===== src/smt_defines.svh =====
/*
  constants for the static memory strobe timing block.
  assumes inclusion by bare name from package and design file.
*/
`ifndef SMT_DEFINES_SVH
`define SMT_DEFINES_SVH
`define SMT_ADDR_W 24
`define SMT_DATA_W 16
`define SMT_CNT_W 4
`define SMT_PH_W 8
`define SMT_MODE_ASYNC 2'b00
`define SMT_MODE_BURST 2'b11
`define SMT_RDY_RELEASE 8'h03
`define SMT_CNT_MAX 8'hff
`endif


===== src/smt_pkg.sv =====
/*
  types for the static memory strobe timing block.
  assumes smt_defines.svh is on the include path.
*/
`include "smt_defines.svh"
package smt_pkg;
  typedef enum logic [9:0] {
    ST_IDLE = 10'h001,
    ST_PRE = 10'h002,
    ST_SETUP = 10'h004,
    ST_PACC = 10'h008,
    ST_ACC = 10'h010,
    ST_HOLD = 10'h020,
    ST_TURN = 10'h040,
    ST_BWAIT = 10'h080,
    ST_BADDR = 10'h100,
    ST_BDATA = 10'h200
  } state_t;

  typedef struct packed {
    state_t st;
    logic [`SMT_PH_W-1:0] cnt;
    logic [`SMT_CNT_W-1:0] word;
    logic wr;
    logic flash;
    logic bst;
    logic seen;
    logic [`SMT_ADDR_W-1:0] addr;
    logic [`SMT_DATA_W-1:0] wdata;
    logic [1:0] ben_n;
    logic cs_n;
    logic re_n;
    logic we_n;
    logic oe_n;
    logic adv_n;
    logic doe;
    logic bclk;
    logic [1:0] ph;
    logic rvld;
    logic [`SMT_DATA_W-1:0] rdata;
    logic r1;
    logic r2;
    logic r3;
    logic rdy_f;
    logic busy;
  } regs_t;
endpackage


===== src/static_memory_strobe_timing.sv =====
/*
  strobe sequencer for an external static memory: page-mode read,
  synchronous burst flash read, asynchronous and flash write.
  assumes timing counts and mode inputs stay stable while busy_out
  is high, and one request pulse per access while busy_out is low.
*/
//
// Functional notes
// - burst clock is system clock over divider+1, for divider 1 to 3
// - bank type 11 selects synchronous burst read
// - bank type 00 selects asynchronous memory write
// - first address held pre, setup, preaccess, access counts total
// - later page addresses held page wait count
// - read strobe low access plus page waits
// - address valid low for read setup count
// - hold address, select, enable after read strobe
// - burst data and wait sampled on clock rise
// - burst outputs launched on burst clock rise
// - burst clock reaches pin only during burst
// - write strobe follows pre, setup, preaccess counts
// - write strobe low exactly write access count when ready sense is off
// - hold data, address, selects after write strobe
// - data bus driven exactly while select asserted on writes
// - write strobe rises three cycles after ready
// - flash write: address valid after pre setup
// - flash write strobe after preaccess count
// - select idle at least idle plus transition
`timescale 1ns/1ns
`include "smt_defines.svh"
module static_memory_strobe_timing (
  input wire logic mclk_in,
  input wire logic reset_n_in,
  input wire logic req_valid_in,
  input wire logic req_write_in,
  input wire logic [`SMT_ADDR_W-1:0] req_addr_in,
  input wire logic [`SMT_DATA_W-1:0] req_wdata_in,
  input wire logic [1:0] req_byte_en_in,
  input wire logic [1:0] bank_access_type_in,
  input wire logic [`SMT_CNT_W-1:0] words_read_count_in,
  input wire logic [`SMT_CNT_W-1:0] pre_setup_count_in,
  input wire logic [`SMT_CNT_W-1:0] read_setup_count_in,
  input wire logic [`SMT_CNT_W-1:0] write_setup_count_in,
  input wire logic [`SMT_CNT_W-1:0] pre_access_count_in,
  input wire logic [`SMT_CNT_W-1:0] read_access_count_in,
  input wire logic [`SMT_CNT_W-1:0] write_access_count_in,
  input wire logic [`SMT_CNT_W-1:0] read_hold_count_in,
  input wire logic [`SMT_CNT_W-1:0] write_hold_count_in,
  input wire logic [`SMT_CNT_W-1:0] page_wait_count_in,
  input wire logic [`SMT_CNT_W-1:0] idle_count_in,
  input wire logic [`SMT_CNT_W-1:0] transition_count_in,
  input wire logic ready_sense_enable_in,
  input wire logic [1:0] burst_divider_in,
  input wire logic memory_ready_input_in,
  input wire logic flash_wait_in,
  input wire logic [`SMT_DATA_W-1:0] mem_data_in,
  output logic busy_out,
  output logic rd_valid_out,
  output logic [`SMT_DATA_W-1:0] rd_data_out,
  output logic [`SMT_ADDR_W-1:0] memory_address_lines_out,
  output logic bank_chip_select_n_out,
  output logic read_strobe_n_out,
  output logic write_strobe_n_out,
  output logic output_enable_strobe_n_out,
  output logic address_valid_strobe_n_out,
  output logic [1:0] byte_lane_enables_n_out,
  output logic [`SMT_DATA_W-1:0] mem_data_out,
  output logic mem_data_oe_out,
  output logic burst_flash_clock_out
);
  // ---------------------------------------------------------------
  // helpers
  // ---------------------------------------------------------------
  // a zero count still costs one cycle, keeps every phase visible
  function automatic logic [`SMT_PH_W-1:0] ld(
    input logic [`SMT_CNT_W-1:0] v
  );
    ld = (v == '0) ? 8'h01 : {4'h0, v};
  endfunction

  smt_pkg::regs_t s_q;
  smt_pkg::regs_t s_d;
  logic rise;
  logic [`SMT_PH_W-1:0] turn_cnt;

  // ---------------------------------------------------------------
  // next state
  // ---------------------------------------------------------------
  // burst clock phase: free running, one rise per divider+1 cycles
  assign rise = (s_q.ph == burst_divider_in);
  assign turn_cnt = ld(idle_count_in) + ld(transition_count_in);

  always_comb begin
    s_d = s_q;
    s_d.rvld = 1'b0;
    s_d.ph = rise ? 2'b00 : s_q.ph + 2'b01;
    // ready pin: change accepted once stages two and three agree
    s_d.r1 = memory_ready_input_in;
    s_d.r2 = s_q.r1;
    s_d.r3 = s_q.r2;
    if (s_q.r2 == s_q.r3) begin
      s_d.rdy_f = s_q.r3;
    end
    if (s_q.cnt > 8'h01) begin
      s_d.cnt = s_q.cnt - 8'h01;
    end
    unique case (s_q.st)
      smt_pkg::ST_IDLE: begin
        if (req_valid_in) begin
          s_d.busy = 1'b1;
          s_d.wr = req_write_in;
          s_d.addr = req_addr_in;
          s_d.wdata = req_wdata_in;
          s_d.word = (words_read_count_in == '0) ? 4'h1
                                                 : words_read_count_in;
          s_d.seen = 1'b0;
          s_d.flash = (bank_access_type_in != `SMT_MODE_ASYNC);
          if (!req_write_in &&
              bank_access_type_in == `SMT_MODE_BURST) begin
            s_d.bst = 1'b1;
            s_d.st = smt_pkg::ST_BWAIT;
          end else begin
            // select, address and write data go out together
            s_d.bst = 1'b0;
            s_d.cs_n = 1'b0;
            s_d.ben_n = ~req_byte_en_in;
            s_d.doe = req_write_in;
            s_d.cnt = ld(pre_setup_count_in);
            s_d.st = smt_pkg::ST_PRE;
          end
        end
      end
      smt_pkg::ST_PRE: begin
        if (s_q.cnt == 8'h01) begin
          s_d.st = smt_pkg::ST_SETUP;
          if (s_q.wr) begin
            s_d.cnt = ld(write_setup_count_in);
            s_d.adv_n = !s_q.flash;
          end else begin
            s_d.cnt = ld(read_setup_count_in);
            s_d.adv_n = 1'b0;
            s_d.oe_n = 1'b0;
          end
        end
      end
      smt_pkg::ST_SETUP: begin
        if (s_q.cnt == 8'h01) begin
          s_d.adv_n = 1'b1;
          s_d.cnt = ld(pre_access_count_in);
          s_d.st = smt_pkg::ST_PACC;
        end
      end
      smt_pkg::ST_PACC: begin
        if (s_q.cnt == 8'h01) begin
          s_d.st = smt_pkg::ST_ACC;
          if (s_q.wr) begin
            s_d.we_n = 1'b0;
            s_d.cnt = ld(write_access_count_in);
          end else begin
            s_d.re_n = 1'b0;
            s_d.cnt = ld(read_access_count_in);
          end
        end
      end
      smt_pkg::ST_ACC: begin
        if (s_q.wr) begin
          if (ready_sense_enable_in) begin
            // ready alone ends the strobe; the access count is overridden
            if (s_q.rdy_f && !s_q.seen) begin
              s_d.seen = 1'b1;
              s_d.cnt = `SMT_RDY_RELEASE;
            end else if (s_q.seen && s_q.cnt == 8'h01) begin
              s_d.we_n = 1'b1;
              s_d.cnt = ld(write_hold_count_in);
              s_d.st = smt_pkg::ST_HOLD;
            end
          end else if (s_q.cnt == 8'h01) begin
            s_d.we_n = 1'b1;
            s_d.cnt = ld(write_hold_count_in);
            s_d.st = smt_pkg::ST_HOLD;
          end
        end else if (s_q.cnt == 8'h01) begin
          // page read: one word per access or page wait span
          s_d.rdata = mem_data_in;
          s_d.rvld = 1'b1;
          if (s_q.word == 4'h1) begin
            s_d.re_n = 1'b1;
            s_d.cnt = ld(read_hold_count_in);
            s_d.st = smt_pkg::ST_HOLD;
          end else begin
            s_d.word = s_q.word - 4'h1;
            s_d.addr = s_q.addr + 24'h000001;
            s_d.cnt = ld(page_wait_count_in);
          end
        end
      end
      smt_pkg::ST_HOLD: begin
        if (s_q.cnt == 8'h01) begin
          // everything held through the hold span drops together
          s_d.cs_n = 1'b1;
          s_d.oe_n = 1'b1;
          s_d.ben_n = 2'b11;
          s_d.doe = 1'b0;
          s_d.cnt = turn_cnt;
          s_d.st = smt_pkg::ST_TURN;
        end
      end
      smt_pkg::ST_TURN: begin
        if (s_q.cnt == 8'h01) begin
          s_d.busy = 1'b0;
          s_d.bst = 1'b0;
          s_d.st = smt_pkg::ST_IDLE;
        end
      end
      smt_pkg::ST_BWAIT: begin
        if (rise) begin
          s_d.cs_n = 1'b0;
          s_d.adv_n = 1'b0;
          s_d.re_n = 1'b0;
          s_d.oe_n = 1'b0;
          s_d.st = smt_pkg::ST_BADDR;
        end
      end
      smt_pkg::ST_BADDR: begin
        if (rise) begin
          s_d.adv_n = 1'b1;
          s_d.st = smt_pkg::ST_BDATA;
        end
      end
      smt_pkg::ST_BDATA: begin
        // wait asserted high by the flash holds off the sample
        if (rise && !flash_wait_in) begin
          s_d.rdata = mem_data_in;
          s_d.rvld = 1'b1;
          s_d.word = s_q.word - 4'h1;
          if (s_q.word == 4'h1) begin
            s_d.cs_n = 1'b1;
            s_d.re_n = 1'b1;
            s_d.oe_n = 1'b1;
            s_d.cnt = turn_cnt;
            s_d.st = smt_pkg::ST_TURN;
          end
        end
      end
    endcase
    // pin shows the high half only while the burst is running
    s_d.bclk = (s_d.st == smt_pkg::ST_BADDR ||
                s_d.st == smt_pkg::ST_BDATA) &&
               (s_d.ph <= (burst_divider_in >> 1));
  end

  // ---------------------------------------------------------------
  // state register
  // ---------------------------------------------------------------
  always_ff @(posedge mclk_in) begin
    if (!reset_n_in) begin
      s_q <= '0;
      s_q.st <= smt_pkg::ST_IDLE;
      s_q.cs_n <= 1'b1;
      s_q.re_n <= 1'b1;
      s_q.we_n <= 1'b1;
      s_q.oe_n <= 1'b1;
      s_q.adv_n <= 1'b1;
      s_q.ben_n <= 2'b11;
    end else begin
      s_q <= s_d;
    end
  end

  // outputs straight from the state register
  assign busy_out = s_q.busy;
  assign rd_valid_out = s_q.rvld;
  assign rd_data_out = s_q.rdata;
  assign memory_address_lines_out = s_q.addr;
  assign bank_chip_select_n_out = s_q.cs_n;
  assign read_strobe_n_out = s_q.re_n;
  assign write_strobe_n_out = s_q.we_n;
  assign output_enable_strobe_n_out = s_q.oe_n;
  assign address_valid_strobe_n_out = s_q.adv_n;
  assign byte_lane_enables_n_out = s_q.ben_n;
  assign mem_data_out = s_q.wdata;
  assign mem_data_oe_out = s_q.doe;
  assign burst_flash_clock_out = s_q.bclk;

  // ---------------------------------------------------------------
  // checks
  // ---------------------------------------------------------------
  logic [`SMT_PH_W-1:0] we_lo;
  logic [`SMT_PH_W-1:0] adv_lo;
  logic [`SMT_PH_W-1:0] cs_hi;
  logic [`SMT_PH_W-1:0] aft;

  // run lengths of strobe levels, read only by the checks
  always_ff @(posedge mclk_in) begin
    if (!reset_n_in) begin
      we_lo <= 8'h00;
      adv_lo <= 8'h00;
      cs_hi <= `SMT_CNT_MAX; // reset counts as a long idle gap
      aft <= 8'h00;
    end else begin
      we_lo <= write_strobe_n_out ? 8'h00 : we_lo + 8'h01;
      adv_lo <= address_valid_strobe_n_out ? 8'h00 : adv_lo + 8'h01;
      if (!bank_chip_select_n_out) begin
        cs_hi <= 8'h00;
      end else if (cs_hi != `SMT_CNT_MAX) begin
        cs_hi <= cs_hi + 8'h01;
      end
      if (!read_strobe_n_out || !write_strobe_n_out) begin
        aft <= 8'h00;
      end else if (!bank_chip_select_n_out) begin
        aft <= aft + 8'h01;
      end
    end
  end
endmodule


===== config.mk =====
export PLATFORM = sky130hd
export DESIGN_NAME = static_memory_strobe_timing
export DESIGN_NICKNAME = d
export VERILOG_FILES = /design/src/smt_pkg.sv /design/src/static_memory_strobe_timing.sv
export VERILOG_INCLUDE_DIRS = /design/src
export SDC_FILE = /design/constraint.sdc
export NUM_CORES = 1
export LEC_CHECK = 0
export BUFFER_PORTS_ARGS = -buffer_cell sky130_fd_sc_hd__buf_2
export CAP_MARGIN = 25
export CORE_UTILIZATION = 45
export DETAILED_ROUTE_END_ITERATION = 6
export GPL_TIMING_DRIVEN = 1
export PLACE_DENSITY = 0.84
export SLEW_MARGIN = 20
export SYNTH_ARGS = -nofsm -noshare
export SYNTH_HDL_FRONTEND = slang
export SYNTH_SLANG_ARGS = --single-unit

===== constraint.sdc =====
create_clock -name mclk_in -period 2.5 [get_ports mclk_in]
set_clock_uncertainty 0.2 [all_clocks]
set_input_delay 0.625 -clock mclk_in [delete_from_list [all_inputs] [get_ports mclk_in]]
set_output_delay 0.625 -clock mclk_in [all_outputs]
set_load 0.01 [all_outputs]

Word-level counts from Yosys, hierarchy flattened
Index checks and enable logic that the tools add are counted.
Storage, ports and cells
  word-level logic and storage cells: 204
  ROM bits: 0
  register bits after elaboration: 98
  input bits: 117
  output and inout bits: 67
  latch bits: 0
  RAM bits: 0
  memories: 0
Operators by class
  shift-type cells: 0
  multiplexer cells: 86
  equality and inequality tests: 41
  div/mod/pow operators: 0
  order comparisons: 2
  bitwise gates (word level): 1
  multipliers: 0
  reductions and logical operators: 45
  add/sub/neg operators: 5
Operators by type and width (count)
  $mux W18: 9
  $pmux W10 S10: 1
  $mux W24: 3
  $mux W69: 1
  $mux W4: 17
  $pmux W8 S7: 1
  $mux W17: 3
  $mux W10: 5
  $pmux W25 S2: 1
  $logic_not A4 Y1: 12
  $mux W22: 2
  $ne A2 B2 Y1 const B: 21
  $pmux W17 S2: 1
  $mux W8: 4
  $add A24 B1 Y24 const B: 1
  $mux W1: 21
  $reduce_and A7 Y1: 3
  $eq A10 B10 Y1 const B: 2
  $eq A10 B9 Y1 const B: 2
  $pmux W1 S4: 4
  $reduce_bool A4 Y1: 4
  $reduce_and A5 Y1: 3
  $mux W2: 6
  $pmux W4 S3: 1
  other kinds (34): 52

Logic depth before layout (Yosys ltp)
Gate-level depths: netlist (run 1).
  depth after elaboration: 10
  gate-level depth with buffers: 10
  depth with buffers taken out: 10

Least setup slack after synthesis (run 1)
OpenSTA, ideal clock, no wires.
  path kind: register to register
  start: register s_q[77] in the netlist's numbering
  end: register s_q[81] in the netlist's numbering
  library setup time: 0.125 ns
  required time: 2.175 ns
  clock period less this slack: 2.537 ns
  slack: -0.037 ns
  path buffers: 1
  stages on the path, launching flop included: 10
  data arrival time: 2.212 ns
  path through: dfxtp_1 > ha_1 > or3b_2 > clkbuf_1 > nor4_1 > nor2_1 > nor2_1 > o2111ai_1 > o21ai_0 > a31oi_1
Between the ends
  longest elaborated chain between the ends: 5
  elaborated cells between the ends (all ways): 7
  those cells by class: 1 x eq/ne; 6 x mux
Ends and longest elaborated chain
  start, declared: RTL line static_memory_strobe_timing.sv:80  | smt_pkg::regs_t s_q;
  $eq A4 B1 Y1 (*): RTL line static_memory_strobe_timing.sv:185, static_memory_strobe_timing.sv:235
  $mux W4: RTL line static_memory_strobe_timing.sv:185  | if (s_q.word == 4'h1) begin
  $mux W22: RTL line static_memory_strobe_timing.sv:181  | end else if (s_q.cnt == 8'h01) begin
  $mux W18: RTL line static_memory_strobe_timing.sv:165  | if (s_q.wr) begin
  $pmux W8 S7 (*): RTL line static_memory_strobe_timing.sv:106  | unique case (s_q.st)
Mark *: on every way between the ends. The rest lies on a longest branch, timed or not. The select of a mux whose other input is x is not followed.
A chain may end at the register's enable or synchronous reset.

Final worst setup path (run 1)
  start: register s_q[98] in the netlist's numbering
  end: register s_q (netlist bit output_enable_strobe_n_out)
Between the ends
  longest elaborated chain between the ends: 3
  elaborated cells between the ends (all ways): 13
  those cells by class: 10 x eq/ne; 1 x mux; 2 x reduce/logical
Ends and longest elaborated chain (RTL line)
  $eq A10 B10 Y1 (tied with other cells): static_memory_strobe_timing.sv:106
  $reduce_bool A4 Y1 (no line) / $ne A2 B2 Y1 (equally long branches)
  $reduce_and A7 Y1 (no line)
Several ways; a longest one is shown, not always the timed one.

==> results of run 1 <==
==> power groups by stage <==
stage                     Combinational [mW]  Sequential (mW)  Clock (mW)
after detailed placement                2.23             1.90           0
after global placement                  2.20             1.90           0
after CTS                               2.25             1.87        1.46
after floorplan                         1.44             1.87           0
after global routing                    2.58             1.89        1.53
final                                   2.39             1.87        1.44
==> registers in the layout, indices dropped and copies added (netlist names) <==
register,flops
s_q,29
memory_address_lines_out,24
mem_data_out,16
rd_data_out,16
byte_lane_enables_n_out,2
s_d,2
address_valid_strobe_n_out,1
bank_chip_select_n_out,1
burst_flash_clock_out,1
busy_out,1
mem_data_oe_out,1
output_enable_strobe_n_out,1
rd_valid_out,1
read_strobe_n_out,1
write_strobe_n_out,1
==> placed cells by master, fill, tap and decap left out, types with 4 or more instances in the layout <==
cell	netlist	layout
ha_1	10	10
a21oi_1	92	90
nor3_1	38	37
a22oi_1	9	8
nand3_1	27	25
nor2_1	77	75
nor2b_1	7	7
xnor2_1	9	9
buf_12	0	4
dfxtp_2	0	5
clkbuf_16	0	9
o211ai_1	11	11
buf_6	4	5
nand2_1	129	127
or3_1	5	4
and3_1	5	4
buf_2	14	183
xor2_1	10	10
buf_4	58	108
and4_1	7	7
nor4_2	4	5
o21ai_0	42	39
a31oi_1	11	11
nor3b_1	6	5
dfxtp_1	98	91
o21ai_1	8	11
or4_4	2	6
and2_1	15	13
nand2b_1	4	4
inv_1	9	9
o22ai_1	5	5
mux2i_1	4	4
or2_2	6	5
nand4_1	9	9
a22o_1	4	4
==> tightest hold or removal path, delay by kind of cell (launching register included) <==
kind,cells,cell delay (ns)
AO/OA/AOI/OAI,1,0.05
flip-flops,1,0.30
AND/OR/NAND/NOR,1,0.05
==> repair_timing <==
item	4_1_cts	5_1_grt
cloned	0	1
hold endpoints to repair	0	0
pin swaps	0	19
resized for setup	3	54
buffers inserted	0	7
setup endpoints to repair	8	64
==> stage by stage <==
| stage | utilization | setup TNS [ns] |
|---|---|---|
| 4_1_cts | 0.5783 | 0 |
| 3_3_place_gp | 0.5557 | -0.8203 |
| 5_1_grt | 0.5988 | -0.1502 |
| 6_report | 0.5988 | 0 |
| 3_5_place_dp | 0.5557 | -1.294 |
| 2_1_floorplan | - | 0 |
==> final cells by class <==
type | instances | area, µm²
tap | 180 | 225.2
clock buffer | 13 | 270.3
clock inverter | 2 | 35.03
multi-input combinational | 634 | 3854
fill | 1236 | 5548
timing repair buffer | 301 | 1878
sequential | 98 | 1976
inverter | 11 | 41.29
==> worst paths after layout <==
kind              slack [ns]                          from  cells after the start                                      end
setup / recovery        0.04            s_q[98]$_SDFF_PN0_                      7  output_enable_strobe_n_out$_SDFFE_PN1P_
setup reg to reg        0.04            s_q[98]$_SDFF_PN0_                      7  output_enable_strobe_n_out$_SDFFE_PN1P_
hold reg to reg         0.24  mem_data_out[0]$_SDFFE_PN0P_                      2             mem_data_out[0]$_SDFFE_PN0P_
hold / removal          0.24  mem_data_out[0]$_SDFFE_PN0P_                      2             mem_data_out[0]$_SDFFE_PN0P_
==> cell families after synthesis <==
family | count (synthesis) | share of synthesized area
AND/OR/NAND/NOR | 363 | 0.2814
buffers and inverters | 130 | 0.1184
adder cells (fa/ha/maj) | 11 | 0.02281
multiplexers | 5 | 0.008063
XOR/XNOR | 19 | 0.02616
AO/OA/AOI/OAI | 235 | 0.2348
flip-flops | 98 | 0.3084
==> metal layers <==
metal	wire length (µm)	track usage	vias up
met5	0	0	-
met3	2087	0.08224	55
li1	-	-	3385
met4	578	0.09568	0
met2	10150	0.4700	375
met1	8624	0.3563	3407
==> metrics.txt, run 1 <==
outcome=completed; mapped cell area=0.006362 mm²; worst-path cell with the longest stage delay=or4_4; Int Pwr=3.656 mW; Worst setup SP type=register; final hold viol count=0; total power=5.702 mW; Hold Path Class=reg -> reg; Critical Path RT=2.53 ns; first-pass GRT wire length=32.87 mm; Syn. warnings=0; CP most frequent cell=or4_4; CP delay by family, top=simple AND/OR/NAND/NOR gates; TritonCTS clock tree=done; clock power share=0.253; sequential area share after synthesis=0.3084; distinct cell type count after synthesis=76; worst setup path class=reg -> reg; boundary pin count=184; Setup crit end kind=register; DP Worst Slack=-0.2036 ns; starting density of the core=0.4601; Area contributors post-synth=dfxtp_1, nand2_1, a21oi_1; HPWL after DPL=15.95 mm; die area=0.01462 mm²; IO buf count=183; Primary FF master, synth=dfxtp_1; largest net degree at the start of global routing=32; critical path peak fanout=5; final setup margin=0.04468 ns; Die H=120.9 µm; CP peak stage delay=0.55 ns; most frequent cell after synthesis=nand2_1; Cells after Synth=861; most frequent cells after synthesis=nand2_1, dfxtp_1, a21oi_1; clk sink count=98; Max Cap Viol=0; die width=120.9 µm; WP buf/inv=1; Max Transition Viols Final=0; Post-CTS Hold Fix Bufs=0; critical path data arrival time=2.48 ns; Pleak=3.612 nW; combinational share of power=0.419; Fin Hold WS=0.2446 ns; DR iter-0 viols=586; routed vias=7,222; DRC Markers=0; Layout Cells excl Fill=1,239; maximum VDD drop=0.0006295 V; Post-DRT Antenna Nets=0; asr flop ratio synth=0; Routed WL=21.44 mm; syn_area_per_cell=7.389 µm²; fmax=407.3 MHz; core footprint=0.01383 mm²; Setup Viol. Count Final=0; unrepaired setup endpoints after global routing=true; Cell Chain, Critical Path=buf_6 > or4_4 > or4_4 > nand2_4 > a21oi_2 > o41ai_2 > nand3_1; Final min period=2.455 ns; layout cells sized above 1=0.3607; ant diodes=0; initial antenna violation count=0; sw frac=0.3588; sequential share of power=0.328; CTS Buf Count=9; vias in the first global route=6,624; wire per inst=17.30 µm; via/cell ratio=5.829; Mapped Nets=989; CTS Buffer Depth=2; worst skew pair latency=0.35 ns; Root Driver=clkbuf_16; htree depth=3; Worst Tran Pin Value=0.6311 ns; Worst-path clk slew=0.07 ns; DP Area=0.007684 mm²; DP Cell Count=1,216; leading area contributor after synthesis=dfxtp_1; final period utilization=0.9821; Pre-antenna DRT Iters=5; number of enable flip-flop cells after synthesis=0; Seq cells post-synth=98; slew margin rel.=0.5787; nets=1,183; global route overflow=0; Switching Power=2.046 mW; pwr dens=688.7 mW/mm²; area share of the largest cell type after synthesis=0.3084; Row Count=43; final instance area=0.008279 mm²; Tot GR Track Use=0.2858; Area growth syn-to-layout=30.13%; Final Wtd Congestion=0.9966
Power figures use the tool's default switching activity.
==> run 2, diff against run 1 <==
--- a/config.mk
+++ b/config.mk
@@ -9,6 +9,7 @@
 export BUFFER_PORTS_ARGS = -buffer_cell sky130_fd_sc_hd__buf_2
 export CAP_MARGIN = 25
 export CORE_UTILIZATION = 45
+export CTS_BUF_LIST = sky130_fd_sc_hd__clkbuf_4 sky130_fd_sc_hd__clkbuf_8
 export DETAILED_ROUTE_END_ITERATION = 6
 export GPL_TIMING_DRIVEN = 1
 export PLACE_DENSITY = 0.84
==> run 2 against run 1 <==
Against the previous run:
- clock power down 24%
- design area down 2.6%
- critical endpoint is now burst_flash_clock_out$_SDFF_PN0_
- core utilization down 1.5 points
- hold slack better by 0.0040 ns
- highest routed layer unchanged
- register-to-register slack better by 0.02 ns
==> metrics.txt, run 2 (same netlist as run 1, synthesis figures left out) <==
outcome=completed; Switching Power=1.977 mW (-3.4%); DRC Markers=0 (unchanged); worst-path cell with the longest stage delay=or4_1; ant diodes=0 (unchanged); beginning of the worst hold path=mem_data_out[0]$_SDFFE_PN0P_; Final Util=0.5834 (-0.01538); Max Transition Viols Final=0 (unchanged); Worst Tran Pin Value=0.6128 ns (-0.01832 ns); TritonCTS clock tree=done; IO buf count=183 (unchanged); fmax=410.7 MHz (+0.83%); sequential share of power=0.354 (+0.026); register area=0.001971 mm² (-0.25%); Crit. Startpoint=s_q[91]$_SDFF_PN0_; Critical Path RT=2.60 ns (+0.07 ns); Final min period=2.435 ns (-0.02027 ns); Hold Path Class=reg -> reg; DR iter-0 viols=599 (+2.2%); worst skew pair latency=0.39 ns (+0.04 ns); CTS Buf Count=9 (unchanged); final hold viol count=0 (unchanged); Max Cap Viol=0 (unchanged); critical path peak fanout=7 (+2); DP Cell Count=1,216 (unchanged); HPWL after DPL=15.95 mm (unchanged); Layout Cells excl Fill=1,233 (-0.48%); die area=0.01462 mm² (unchanged); Root Driver=clkbuf_8; largest net degree at the start of global routing=32 (unchanged); Row Count=43 (unchanged); htree depth=3 (unchanged); Setup Viol. Count Final=0 (unchanged); clk sink count=98 (unchanged); Int Pwr=3.332 mW (-8.9%); clock power share=0.206 (-0.047); multi-input logic area=0.003792 mm² (-1.6%); first-pass GRT wire length=32.78 mm (-0.29%); CP peak stage delay=0.56 ns (about the same); starting density of the core=0.4601 (unchanged); Setup crit end kind=register; die width=120.9 µm (unchanged); Tot GR Track Use=0.2854 (-0.0004030); worst setup path class=reg -> reg; unrepaired setup endpoints after global routing=true; final period utilization=0.9740 (-0.008108); Die H=120.9 µm (unchanged); most common cell after layout, fill and taps aside=buf_2; final instance area=0.008066 mm² (-2.6%); Cell Chain, Critical Path=or4_1 > buf_6 > a2111oi_4 > nor4_2 > buf_4 > a22oi_2 > nand2_1 > nor4_2; sw frac=0.3724 (+0.01363); initial antenna violation count=0 (unchanged); maximum VDD drop=0.0004771 V (-24%); critical path data arrival time=2.54 ns (+0.06 ns); wire per inst=17.00 µm (-1.7%); fillcell total=1,268 (+2.6%); vias in the first global route=6,633 (+0.14%); Post-CTS Hold Fix Bufs=0 (unchanged); Worst-path clk slew=0.10 ns (+0.03 ns); Worst setup SP type=register; core footprint=0.01383 mm² (unchanged); R2R Path Start=s_q[91]$_SDFF_PN0_; slew margin rel.=0.5909 (+0.01223); Post-DRT Antenna Nets=0 (unchanged); via/cell ratio=5.808 (-0.36%); Largest register FFs=29 (unchanged); routed vias=7,161 (-0.84%); Pre-antenna DRT Iters=6 (+1); Setup TNS Final=0 ns (unchanged); most frequent cells in the layout=buf_2, nand2_1, buf_4; global route overflow=0 (unchanged); Routed WL=20.96 mm (-2.2%); total power=5.309 mW (-6.9%); CTS Buffer Depth=2 (unchanged); DP Area=0.007684 mm² (unchanged); boundary pin count=184 (unchanged); Area growth syn-to-layout=26.78%; layout cells sized above 1=0.3523 (-0.008391); pwr dens=658.1 mW/mm² (-4.4%); nets=1,177 (-0.51%); Pleak=3.516 nW (-2.7%); CP most frequent cell=nor4_2; Largest Register=s_q; Final Wtd Congestion=0.9966 (unchanged); combinational share of power=0.440 (+0.021)
run 2: metal layers:
metal	part of all wire	vias to the layer above	track usage	wire, µm
met5	0	-	0	0
met4	0.026	0	0.09799	550
met3	0.097	53	0.08083	2033
met2	0.47	383	0.4714	9854
met1	0.41	3352	0.3539	8523
li1	-	3373	-	-
run 2: final timing paths:
| check | end | slack, ns | cells after the start |
|---|---|---|---|
| setup / recovery | burst_flash_clock_out$_SDFF_PN0_ | 0.06 | 8 |
| setup reg to reg | burst_flash_clock_out$_SDFF_PN0_ | 0.06 | 8 |
| hold reg to reg | mem_data_out[0]$_SDFFE_PN0P_ | 0.25 | 2 |
| hold / removal | mem_data_out[0]$_SDFFE_PN0P_ | 0.25 | 2 |
run 2: worst max-delay path, delay by kind of cell, from the launching register on:
family / cells / cell delay [ns]
and+or+nand+nor: 4 / 1.04
AOI/OAI and AO/OA: 2 / 0.43
DFF: 1 / 0.34
buffers and inverters: 2 / 0.34
run 2: cell type report:
cell class              instances  area share
well taps                     180     0.02792
clock inverters                 2    0.004343
repair buffers                296      0.2268
flip-flops and latches         98      0.2443
multi-input cells             633      0.4701
inverters                      11    0.005119
clock buffers                  13     0.02141
run 2: power by group through the flow:
| stage | Sequential (mW) | Clock (mW) | Combinational (mW) |
|---|---|---|---|
| final | 1.88 | 1.10 | 2.33 |
| after global routing | 1.90 | 1.18 | 2.54 |
| after CTS | 1.87 | 1.12 | 2.24 |
| after detailed placement | 1.90 | 0 | 2.23 |
| after global placement | 1.90 | 0 | 2.20 |
| after floorplan | 1.87 | 0 | 1.44 |
run 2: metrics by stage:
stage	hold slack, ns	setup WS [ns]
3_5_place_dp	0.2400	-0.2036
4_1_cts	0.2521	0.006442
3_3_place_gp	0.2343	-0.1758
6_report	0.2486	0.06495
5_1_grt	0.2578	-0.03682
2_1_floorplan	0.2119	0.006906
run 2: repair_timing:
item	in CTS	in global routing
gates resized for setup	4	38
buffers inserted	0	2
pin swaps	0	6
setup endpoints to repair	8	68
